### src/ssf_pkg.sv
// ==========================================================
// Shared constants of the serial status block.
package ssf_pkg;
	// Register byte offsets on the bus.
	localparam logic [7:0] SSF_STATUS_OFS = 8'h00;
	localparam logic [7:0] SSF_CONTROL_OFS = 8'h04;
	localparam logic [7:0] SSF_RXBUF_OFS = 8'h08;
	localparam logic [7:0] SSF_TXBUF_OFS = 8'h0C;
	// Status field positions.
	localparam int SSF_TX_EMPTY_BIT = 7;
	localparam int SSF_RX_FULL_BIT = 6;
	localparam int SSF_OVERRUN_BIT = 5;
	localparam int SSF_FRAMING_BIT = 4;
	localparam int SSF_PARITY_BIT = 3;
	localparam int SSF_TX_END_BIT = 2;
	localparam int SSF_MP_BIT = 1;
	// Control field positions.
	localparam int SSF_CTL_TX_EN = 0;
	localparam int SSF_CTL_RX_EN = 1;
	localparam int SSF_CTL_SYNC = 2;
	localparam int SSF_CTL_PAR_EN = 3;
	localparam int SSF_CTL_ODD = 4;
	localparam int SSF_CTL_TWO_STOP = 5;
	localparam int SSF_CTL_MP_FMT = 6;
	// Reset values.
	localparam logic [7:0] SSF_STATUS_RESET = 8'h84;
	localparam logic [6:0] SSF_CONTROL_RESET = 7'h00;
	localparam logic [7:0] SSF_TXBUF_RESET = 8'hFF;
	// Odd count of ones across a data byte and its parity bit.
	function automatic logic ssf_odd_ones(input logic [7:0] data, input logic par);
		ssf_odd_ones = ^{data, par};
	endfunction
endpackage

### src/ssf_rx_check.sv
`timescale 1ns/10ps
`default_nettype none
// ==========================================================
// Receive character checker: flags framing and parity faults.
module ssf_rx_check
	import ssf_pkg::*;
(
	// Received character.
	input wire logic [7:0] data,
	input wire logic parity_bit,
	input wire logic first_stop_bit,
	// Format.
	input wire logic sync_mode,
	input wire logic parity_enable,
	input wire logic odd_parity,
	// Verdict.
	output logic framing_err,
	output logic parity_err
);
	// The second stop bit never reaches this check.
	assign framing_err = ~sync_mode & ~first_stop_bit;
	// Even parity wants an even count of ones, odd wants odd.
	assign parity_err = ~sync_mode & parity_enable & (ssf_odd_ones(data, parity_bit) != odd_parity);
endmodule
`default_nettype wire

### src/ssf_status.sv
`timescale 1ns/10ps
`default_nettype none
// ==========================================================
// Status flags of one serial channel, with APB register access.
module ssf_status
	import ssf_pkg::*;
(
	// Clock and reset.
	input wire logic pclk,
	input wire logic presetn,
	// APB slave.
	input wire logic psel,
	input wire logic penable,
	input wire logic pwrite,
	input wire logic [7:0] paddr,
	input wire logic [31:0] pwdata,
	output logic pready,
	output logic [31:0] prdata,
	output logic pslverr,
	// Chip standby level.
	input wire logic standby,
	// Transmit engine events.
	input wire logic tx_load,
	input wire logic tx_last_bit,
	// Receive engine events.
	input wire logic rx_done,
	input wire logic [7:0] rx_shifter,
	input wire logic rx_parity_in,
	input wire logic rx_stop_in,
	input wire logic rx_mp_in,
	// DMA controller.
	input wire logic dma_tx_write,
	input wire logic [7:0] dma_tx_data,
	input wire logic dma_rx_read,
	// Towards the engines.
	output logic [7:0] tx_buffer,
	output logic [7:0] rx_buffer,
	output logic [7:0] serial_status,
	output logic [6:0] serial_control,
	output logic rx_halt,
	output logic tx_halt
);
	// ==========================================================
	// Bus decode.
	wire logic access = psel & penable;
	wire logic done = access & pready;
	wire logic wr_done = done & pwrite;
	wire logic hit_status = paddr == SSF_STATUS_OFS;
	wire logic hit_control = paddr == SSF_CONTROL_OFS;
	wire logic hit_rxbuf = paddr == SSF_RXBUF_OFS;
	wire logic hit_txbuf = paddr == SSF_TXBUF_OFS;
	wire logic mapped = hit_status | hit_control | hit_rxbuf | hit_txbuf;
	wire logic wr_status = wr_done & hit_status;
	wire logic rd_status = done & ~pwrite & hit_status;
	// Read data selected from the addressed register.
	wire logic [31:0] read_word = hit_status ? {24'h000000, serial_status} :
		hit_control ? {25'h0000000, serial_control} :
		hit_rxbuf ? {24'h000000, rx_buffer} :
		hit_txbuf ? {24'h000000, tx_buffer} : 32'h00000000;

	// ==========================================================
	// Control decode.
	wire logic tx_en = serial_control[SSF_CTL_TX_EN];
	wire logic rx_en = serial_control[SSF_CTL_RX_EN];
	wire logic sync_mode = serial_control[SSF_CTL_SYNC];
	wire logic mp_fmt = serial_control[SSF_CTL_MP_FMT];
	wire logic err_any = serial_status[SSF_OVERRUN_BIT] | serial_status[SSF_FRAMING_BIT] |
		serial_status[SSF_PARITY_BIT];

	// ==========================================================
	// Receive verdict.
	wire logic framing_err;
	wire logic parity_err;
	ssf_rx_check u_check (
		.data(rx_shifter),
		.parity_bit(rx_parity_in),
		.first_stop_bit(rx_stop_in),
		.sync_mode(sync_mode),
		.parity_enable(serial_control[SSF_CTL_PAR_EN]),
		.odd_parity(serial_control[SSF_CTL_ODD]),
		.framing_err(framing_err),
		.parity_err(parity_err)
	);
	// A character is taken only while receiving is enabled and no error flag stands.
	wire logic rx_take = rx_done & rx_en & ~err_any;
	// Full buffer means overrun and the new byte is dropped.
	wire logic set_overrun = rx_take & serial_status[SSF_RX_FULL_BIT];
	wire logic rx_store = rx_take & ~serial_status[SSF_RX_FULL_BIT];
	wire logic set_framing = rx_store & framing_err;
	wire logic set_parity = rx_store & parity_err;
	wire logic set_rx_full = rx_store & ~framing_err & ~parity_err;

	// ==========================================================
	// Read-as-one records for the five clearable flags.
	logic [4:0] armed; // Bits 4..0 follow status bits 7..3.
	wire logic [4:0] flags5 = serial_status[7:3];
	// Zero write clears a flag only when its record is present.
	wire logic [4:0] sw_clear = wr_status ? (armed & ~pwdata[7:3]) : 5'h00;
	wire logic clr_tx_empty = sw_clear[4] | dma_tx_write;
	wire logic clr_rx_full = sw_clear[3] | dma_rx_read;

	// ==========================================================
	// Next values of each flag; a set wins over a clear in the same cycle.
	wire logic next_tx_empty = ~tx_en | tx_load | (serial_status[SSF_TX_EMPTY_BIT] & ~clr_tx_empty);
	wire logic set_tx_end = ~tx_en | (tx_last_bit & serial_status[SSF_TX_EMPTY_BIT]);
	wire logic next_tx_end = set_tx_end | (serial_status[SSF_TX_END_BIT] & ~clr_tx_empty);
	wire logic next_rx_full = set_rx_full | (serial_status[SSF_RX_FULL_BIT] & ~clr_rx_full);
	// Clearing receive enable touches none of the error flags.
	wire logic next_overrun = set_overrun | (serial_status[SSF_OVERRUN_BIT] & ~sw_clear[2]);
	wire logic next_framing = set_framing | (serial_status[SSF_FRAMING_BIT] & ~sw_clear[1]);
	wire logic next_parity = set_parity | (serial_status[SSF_PARITY_BIT] & ~sw_clear[0]);
	// The multiprocessor bit ignores bus writes and follows characters stored in asynchronous multiprocessor format.
	wire logic next_mp = (rx_store & ~sync_mode & mp_fmt) ? rx_mp_in : serial_status[SSF_MP_BIT];
	// Writing ones to the clearable flags never reaches this vector.
	wire logic [7:0] next_status = {next_tx_empty, next_rx_full, next_overrun, next_framing,
		next_parity, next_tx_end, next_mp, 1'b0};

	// ==========================================================
	// Status register; standby forces the reset image.
	always_ff @(posedge pclk or negedge presetn)
	begin
		if (!presetn)
		begin
			serial_status <= SSF_STATUS_RESET;
		end
		else if (standby)
		begin
			serial_status <= SSF_STATUS_RESET;
		end
		else
		begin
			serial_status <= next_status;
		end
	end

	// Records arm on a completed read that showed one and drop once the flag is zero.
	always_ff @(posedge pclk or negedge presetn)
	begin
		if (!presetn)
		begin
			armed <= 5'h00;
		end
		else if (standby)
		begin
			armed <= 5'h00;
		end
		else
		begin
			armed <= (armed | (rd_status ? prdata[7:3] : 5'h00)) & next_status[7:3] & flags5;
		end
	end

	// ==========================================================
	// Receive buffer holds while an error flag stands, on overrun and on receive disable.
	always_ff @(posedge pclk or negedge presetn)
	begin
		if (!presetn)
		begin
			rx_buffer <= 8'h00;
		end
		else if (rx_store)
		begin
			rx_buffer <= rx_shifter;
		end
	end

	// Transmit buffer is loaded by the CPU or by the DMA controller.
	always_ff @(posedge pclk or negedge presetn)
	begin
		if (!presetn)
		begin
			tx_buffer <= SSF_TXBUF_RESET;
		end
		else if (dma_tx_write)
		begin
			tx_buffer <= dma_tx_data;
		end
		else if (wr_done & hit_txbuf)
		begin
			tx_buffer <= pwdata[7:0];
		end
	end

	// Control register written by software.
	always_ff @(posedge pclk or negedge presetn)
	begin
		if (!presetn)
		begin
			serial_control <= SSF_CONTROL_RESET;
		end
		else if (wr_done & hit_control)
		begin
			serial_control <= pwdata[6:0];
		end
	end

	// Hold-off levels for the engines, registered from the error flags.
	always_ff @(posedge pclk or negedge presetn)
	begin
		if (!presetn)
		begin
			rx_halt <= 1'b0;
			tx_halt <= 1'b0;
		end
		else if (standby)
		begin
			// Standby clears every error flag, so no hold-off may outlive it.
			rx_halt <= 1'b0;
			tx_halt <= 1'b0;
		end
		else
		begin
			rx_halt <= next_overrun | next_framing | next_parity;
			tx_halt <= serial_control[SSF_CTL_SYNC] & (next_overrun | next_framing | next_parity);
		end
	end

	// ==========================================================
	// APB answer: one wait cycle, then pready with data and error.
	always_ff @(posedge pclk or negedge presetn)
	begin
		if (!presetn)
		begin
			pready <= 1'b0;
			prdata <= 32'h00000000;
			pslverr <= 1'b0;
		end
		else if (access & ~pready)
		begin
			pready <= 1'b1;
			prdata <= pwrite ? 32'h00000000 : read_word;
			pslverr <= ~mapped;
		end
		else
		begin
			pready <= 1'b0;
			pslverr <= 1'b0;
		end
	end

	// ==========================================================
	// Checks.
	a_reset_image: assert property (@(posedge pclk) disable iff (!presetn)
		standby |=> serial_status == SSF_STATUS_RESET)
		else $error("status not at reset image after standby");
	a_no_set_one: assert property (@(posedge pclk) disable iff (!presetn)
		(wr_status && pwdata[SSF_RX_FULL_BIT] && !serial_status[SSF_RX_FULL_BIT] && !set_rx_full && !standby)
		|=> !serial_status[SSF_RX_FULL_BIT])
		else $error("receive-full set by a write");
	a_unarmed_keep: assert property (@(posedge pclk) disable iff (!presetn)
		(wr_status && !armed[1] && serial_status[SSF_FRAMING_BIT] && !standby)
		|=> serial_status[SSF_FRAMING_BIT])
		else $error("framing flag cleared without prior read");
	a_armed_clear: assert property (@(posedge pclk) disable iff (!presetn)
		(wr_status && armed[2] && !pwdata[SSF_OVERRUN_BIT] && !set_overrun)
		|=> !serial_status[SSF_OVERRUN_BIT])
		else $error("armed overrun flag not cleared");
	a_tx_disabled: assert property (@(posedge pclk) disable iff (!presetn)
		!tx_en |=> serial_status[SSF_TX_EMPTY_BIT] && serial_status[SSF_TX_END_BIT])
		else $error("transmit flags not held while disabled");
	a_dma_clear: assert property (@(posedge pclk) disable iff (!presetn)
		(dma_tx_write && tx_en && !tx_load && !tx_last_bit && !standby)
		|=> !serial_status[SSF_TX_EMPTY_BIT] && !serial_status[SSF_TX_END_BIT])
		else $error("DMA write did not clear transmit flags");
	a_overrun_keep: assert property (@(posedge pclk) disable iff (!presetn)
		set_overrun |=> serial_status[SSF_OVERRUN_BIT] && rx_buffer == $past(rx_buffer))
		else $error("overrun lost flag or buffer");
	a_error_stops: assert property (@(posedge pclk) disable iff (!presetn)
		(err_any && !standby) |=> $stable(rx_buffer) && (rx_halt || !err_any))
		else $error("reception continued during error");
	a_framing_store: assert property (@(posedge pclk) disable iff (!presetn)
		(set_framing && !serial_status[SSF_RX_FULL_BIT] && !standby)
		|=> serial_status[SSF_FRAMING_BIT] && !serial_status[SSF_RX_FULL_BIT] && rx_buffer == $past(rx_shifter))
		else $error("framing error handling wrong");
	a_clean_full: assert property (@(posedge pclk) disable iff (!presetn)
		(set_rx_full && !standby) |=> serial_status[SSF_RX_FULL_BIT] ##1 serial_status[SSF_RX_FULL_BIT] || $past(clr_rx_full))
		else $error("clean character did not set receive-full");
	a_apb_wait: assert property (@(posedge pclk) disable iff (!presetn)
		(access && !pready) |=> pready ##1 !pready)
		else $error("bus answer timing wrong");
	c_overrun: cover property (@(posedge pclk) disable iff (!presetn) set_overrun);
	c_sw_clear: cover property (@(posedge pclk) disable iff (!presetn) rd_status ##[1:8] (wr_status && sw_clear != 5'h00));
	c_parity: cover property (@(posedge pclk) disable iff (!presetn) set_parity);
	c_tx_end: cover property (@(posedge pclk) disable iff (!presetn) tx_en && tx_last_bit && serial_status[SSF_TX_EMPTY_BIT]);
endmodule
`default_nettype wire

### config.mk
export PLATFORM = sky130hd
export DESIGN_NAME = ssf_status
export DESIGN_NICKNAME = d
export VERILOG_FILES = /design/src/ssf_pkg.sv /design/src/ssf_rx_check.sv /design/src/ssf_status.sv
export SDC_FILE = /design/constraint.sdc
export NUM_CORES = 1
export LEC_CHECK = 0
export ABC_CLOCK_PERIOD_IN_PS = 2630
export BUFFER_PORTS_ARGS = -buffer_cell sky130_fd_sc_hd__buf_4
export CORE_ASPECT_RATIO = 0.8
export CORE_MARGIN = 4
export CORE_UTILIZATION = 49
export DETAILED_ROUTE_END_ITERATION = 7
export GPL_ROUTABILITY_DRIVEN = 0
export MAX_ROUTING_LAYER = met4
export PLACE_DENSITY = 0.9
export SETUP_SLACK_MARGIN = 0.1
export SLEW_MARGIN = 40
export SYNTH_ARGS = -nofsm -noshare
export SYNTH_HDL_FRONTEND = slang
export SYNTH_SLANG_ARGS = --single-unit
### constraint.sdc
create_clock -name pclk -period 2.63 [get_ports pclk]
set_input_delay 0.6575 -clock pclk [delete_from_list [all_inputs] [get_ports pclk]]
set_output_delay 0.6575 -clock pclk [all_outputs]
set_load 0.02 [all_outputs]
==> impl_metrics.json <==
{
  "critPathLaunchType": "input pin",
  "drt-initial-drc-count": 151,
  "drtPass1Iterations": 4,
  "tightest_slew_ns": 0.6101,
  "die_h_um": 72.79,
  "num_rows": 23,
  "route.met2.wl_mm": 3.187,
  "peakVddDrop_mv": 0.2469,
  "cts_root_buffer": "clkbuf_8",
  "synth_ff_type": "dfrtp_1",
  "clk-insertion-delay-late_ns": 0.30,
  "synth.area.top_cells": "dfrtp_1, dfstp_2, buf_4, mux2_2, mux2i_1",
  "syn2layout_area_growth_pct": 28.52,
  "cts_setup_buffers": 0,
  "clkSlewWorstSetupHoldPaths_ns": 0.09,
  "whs_ns": 0.3385,
  "fin_worst_skew_ns": 0.004608,
  "cts_hold_buf": 0,
  "clock_path_buffers": 2,
  "path_class": "in -> reg",
  "yosys_warnings": 0,
  "syn_avg_cell_area_um2": 10.54,
  "power-per-cell-area_nw_per_um2": 446.7,
  "synth.largest_area_cell": "dfrtp_1",
  "setup_viol": 0,
  "synth_edf_count": 0,
  "grt_pass1_vias": 2174,
  "routedWlPerCell_um": 17.02,
  "cts.htree.levels": 2,
  "met1_length_mm": 2.759,
  "synthCells": 244,
  "start_util_pct": 51.06,
  "timing.fmax_mhz": 441.3,
  "die_width_um": 88.99,
  "final_common_cell": "buf_4",
  "cts_resized": 0,
  "clock-sinks": 47,
  "ys_seq_elements": 47,
  "grtUsageTotal_pct": 22.25,
  "io_pins": 137,
  "endpoint_kind": "register",
  "fin_crit_ns": 2.266,
  "overflow": 0,
  "min_path_type": "in -> async",
  "synth_cell_type_count": 48,
  "outcome": "completed",
  "drt-total-wl_mm": 6.774,
  "grt_max_degree": 48,
  "core_area_um2": 5036,
  "top_layer": "met4",
  "nets": 405,
  "relSlewSlack_pct": 59.21,
  "die-area_um2": 6478,
  "arrival_ns": 2.43,
  "via_count": 2135,
  "hpwlAfterDp_mm": 5.393,
  "via_per_inst": 5.364,
  "io_buffers": 87,
  "hold_viol": 0,
  "setup_tns_ns": 0,
  "leakage_nw": 1.731,
  "seq_area_frac_synth_pct": 46.23,
  "synth_area_um2": 2571,
  "async_flop_share_pct": 100.0,
  "drc_errors": 0,
  "post-route-period-util_pct": 86.16,
  "diodes": 0,
  "numCtsBuffers": 5,
  "grt_setup_unrepaired": "no",
  "crit_path_max_fanout": 8,
  "drtAntennaViolNets": 0,
  "layout_common_cells": "buf_4, dfrtp_1, nand2_1, conb_1",
  "drv_cap": 0,
  "power_mw": 1.476,
  "drive_above_1_share_pct": 41.07,
  "cts_tree": "done",
  "wl_met3_um": 727,
  "antenna_found_initial": 0,
  "cp.required_ns": 2.79,
  "slew_violations": 0,
  "synth_top_cell_area_share_pct": 36.01,
  "grt_pass1_wl_mm": 10.68
}
## logic make-up (layout without fill, tap and decap cells)
| group | count (synthesis) | count (layout) | share of synthesized area, % |
|---|---|---|---|
| compound gates | 41 | 41 | 10.56 |
| simple gates | 71 | 71 | 15.67 |
| xor+xnor | 8 | 8 | 3.260 |
| flops | 47 | 47 | 46.23 |
| other cells | 1 | 25 | 0.1458 |
| mux | 32 | 32 | 13.24 |
| buf+inv | 44 | 112 | 10.90 |
## area by class of cell
type	count	area, µm²
clock buffer	6	82.58
sequential	47	1189
timing repair buffer	95	713.2
multi-input combinational	177	1192
inverter	9	33.78
fill	403	1732
clock inverter	2	16.27
tap	62	77.57
## Yosys cell counts (all sizes together) (4+ instances only)
cell type,count
xnor2,7
o21ai,14
buf,32
nand2,25
nand3b,4
nand3,6
o41ai,6
nor3,4
inv,9
nor2,13
a21oi,6
dfrtp,37
mux2,16
mux2i,16
dfstp,10
## flip-flops by register name, summed over array words and instances (netlist names)
| signal | count |
|---|---|
| prdata | 8 |
| rx_buffer | 8 |
| tx_buffer | 8 |
| serial_control | 7 |
| serial_status | 7 |
| armed | 5 |
| pready | 1 |
| pslverr | 1 |
| rx_halt | 1 |
| tx_halt | 1 |
## where the power goes
part           total (mW)  internal, mW  leakage (nW)  switching (mW)
combinational       0.252         0.107          1.06           0.145
sequential          0.762         0.748         0.620          0.0144
clock               0.462         0.215        0.0474           0.248
## metal layers
layer / global-route usage [%] / vias to the layer above
li1: - / 993
met1: 29.80 / 1024
met2: 34.35 / 107
met3: 4.289 / 11
met4: 7.107 / 0
met5: - / -
## worst max-delay path: stages
cell and delay [ns]:
buf_4 0.10, or4_4 0.56, nor3_2 0.24, buf_4 0.17, nand2_1 0.19, o41ai_1 0.49
## path summary, 6_finish.rpt
check,cells past startpoint,endpoint,startpoint,slack (ns)
max reg2reg,5,armed[0],serial_control[4],0.64
min reg2reg,2,prdata[1],prdata[1],0.49
max,6,prdata[6],paddr[1],0.36
min in group pclk,2,prdata[1],prdata[1],0.49
max in group asynchronous,1,rx_halt,presetn,1.88
min,1,serial_control[0],presetn,0.34
## stage by stage
step | utilization, % | cells | setup slack (ns) | area, µm²
floorplan | - | 268 | 0.3769 | 2661
global placement | 63.65 | 390 | 0.2502 | 3206
detailed placement | 63.65 | 390 | 0.07321 | 3206
CTS | 65.61 | 398 | 0.3641 | 3304
global route | 65.61 | 398 | 0.3045 | 3304
finish | 65.61 | 398 | 0.3640 | 3304
Note: power is estimated with default switching activity, not from simulation.
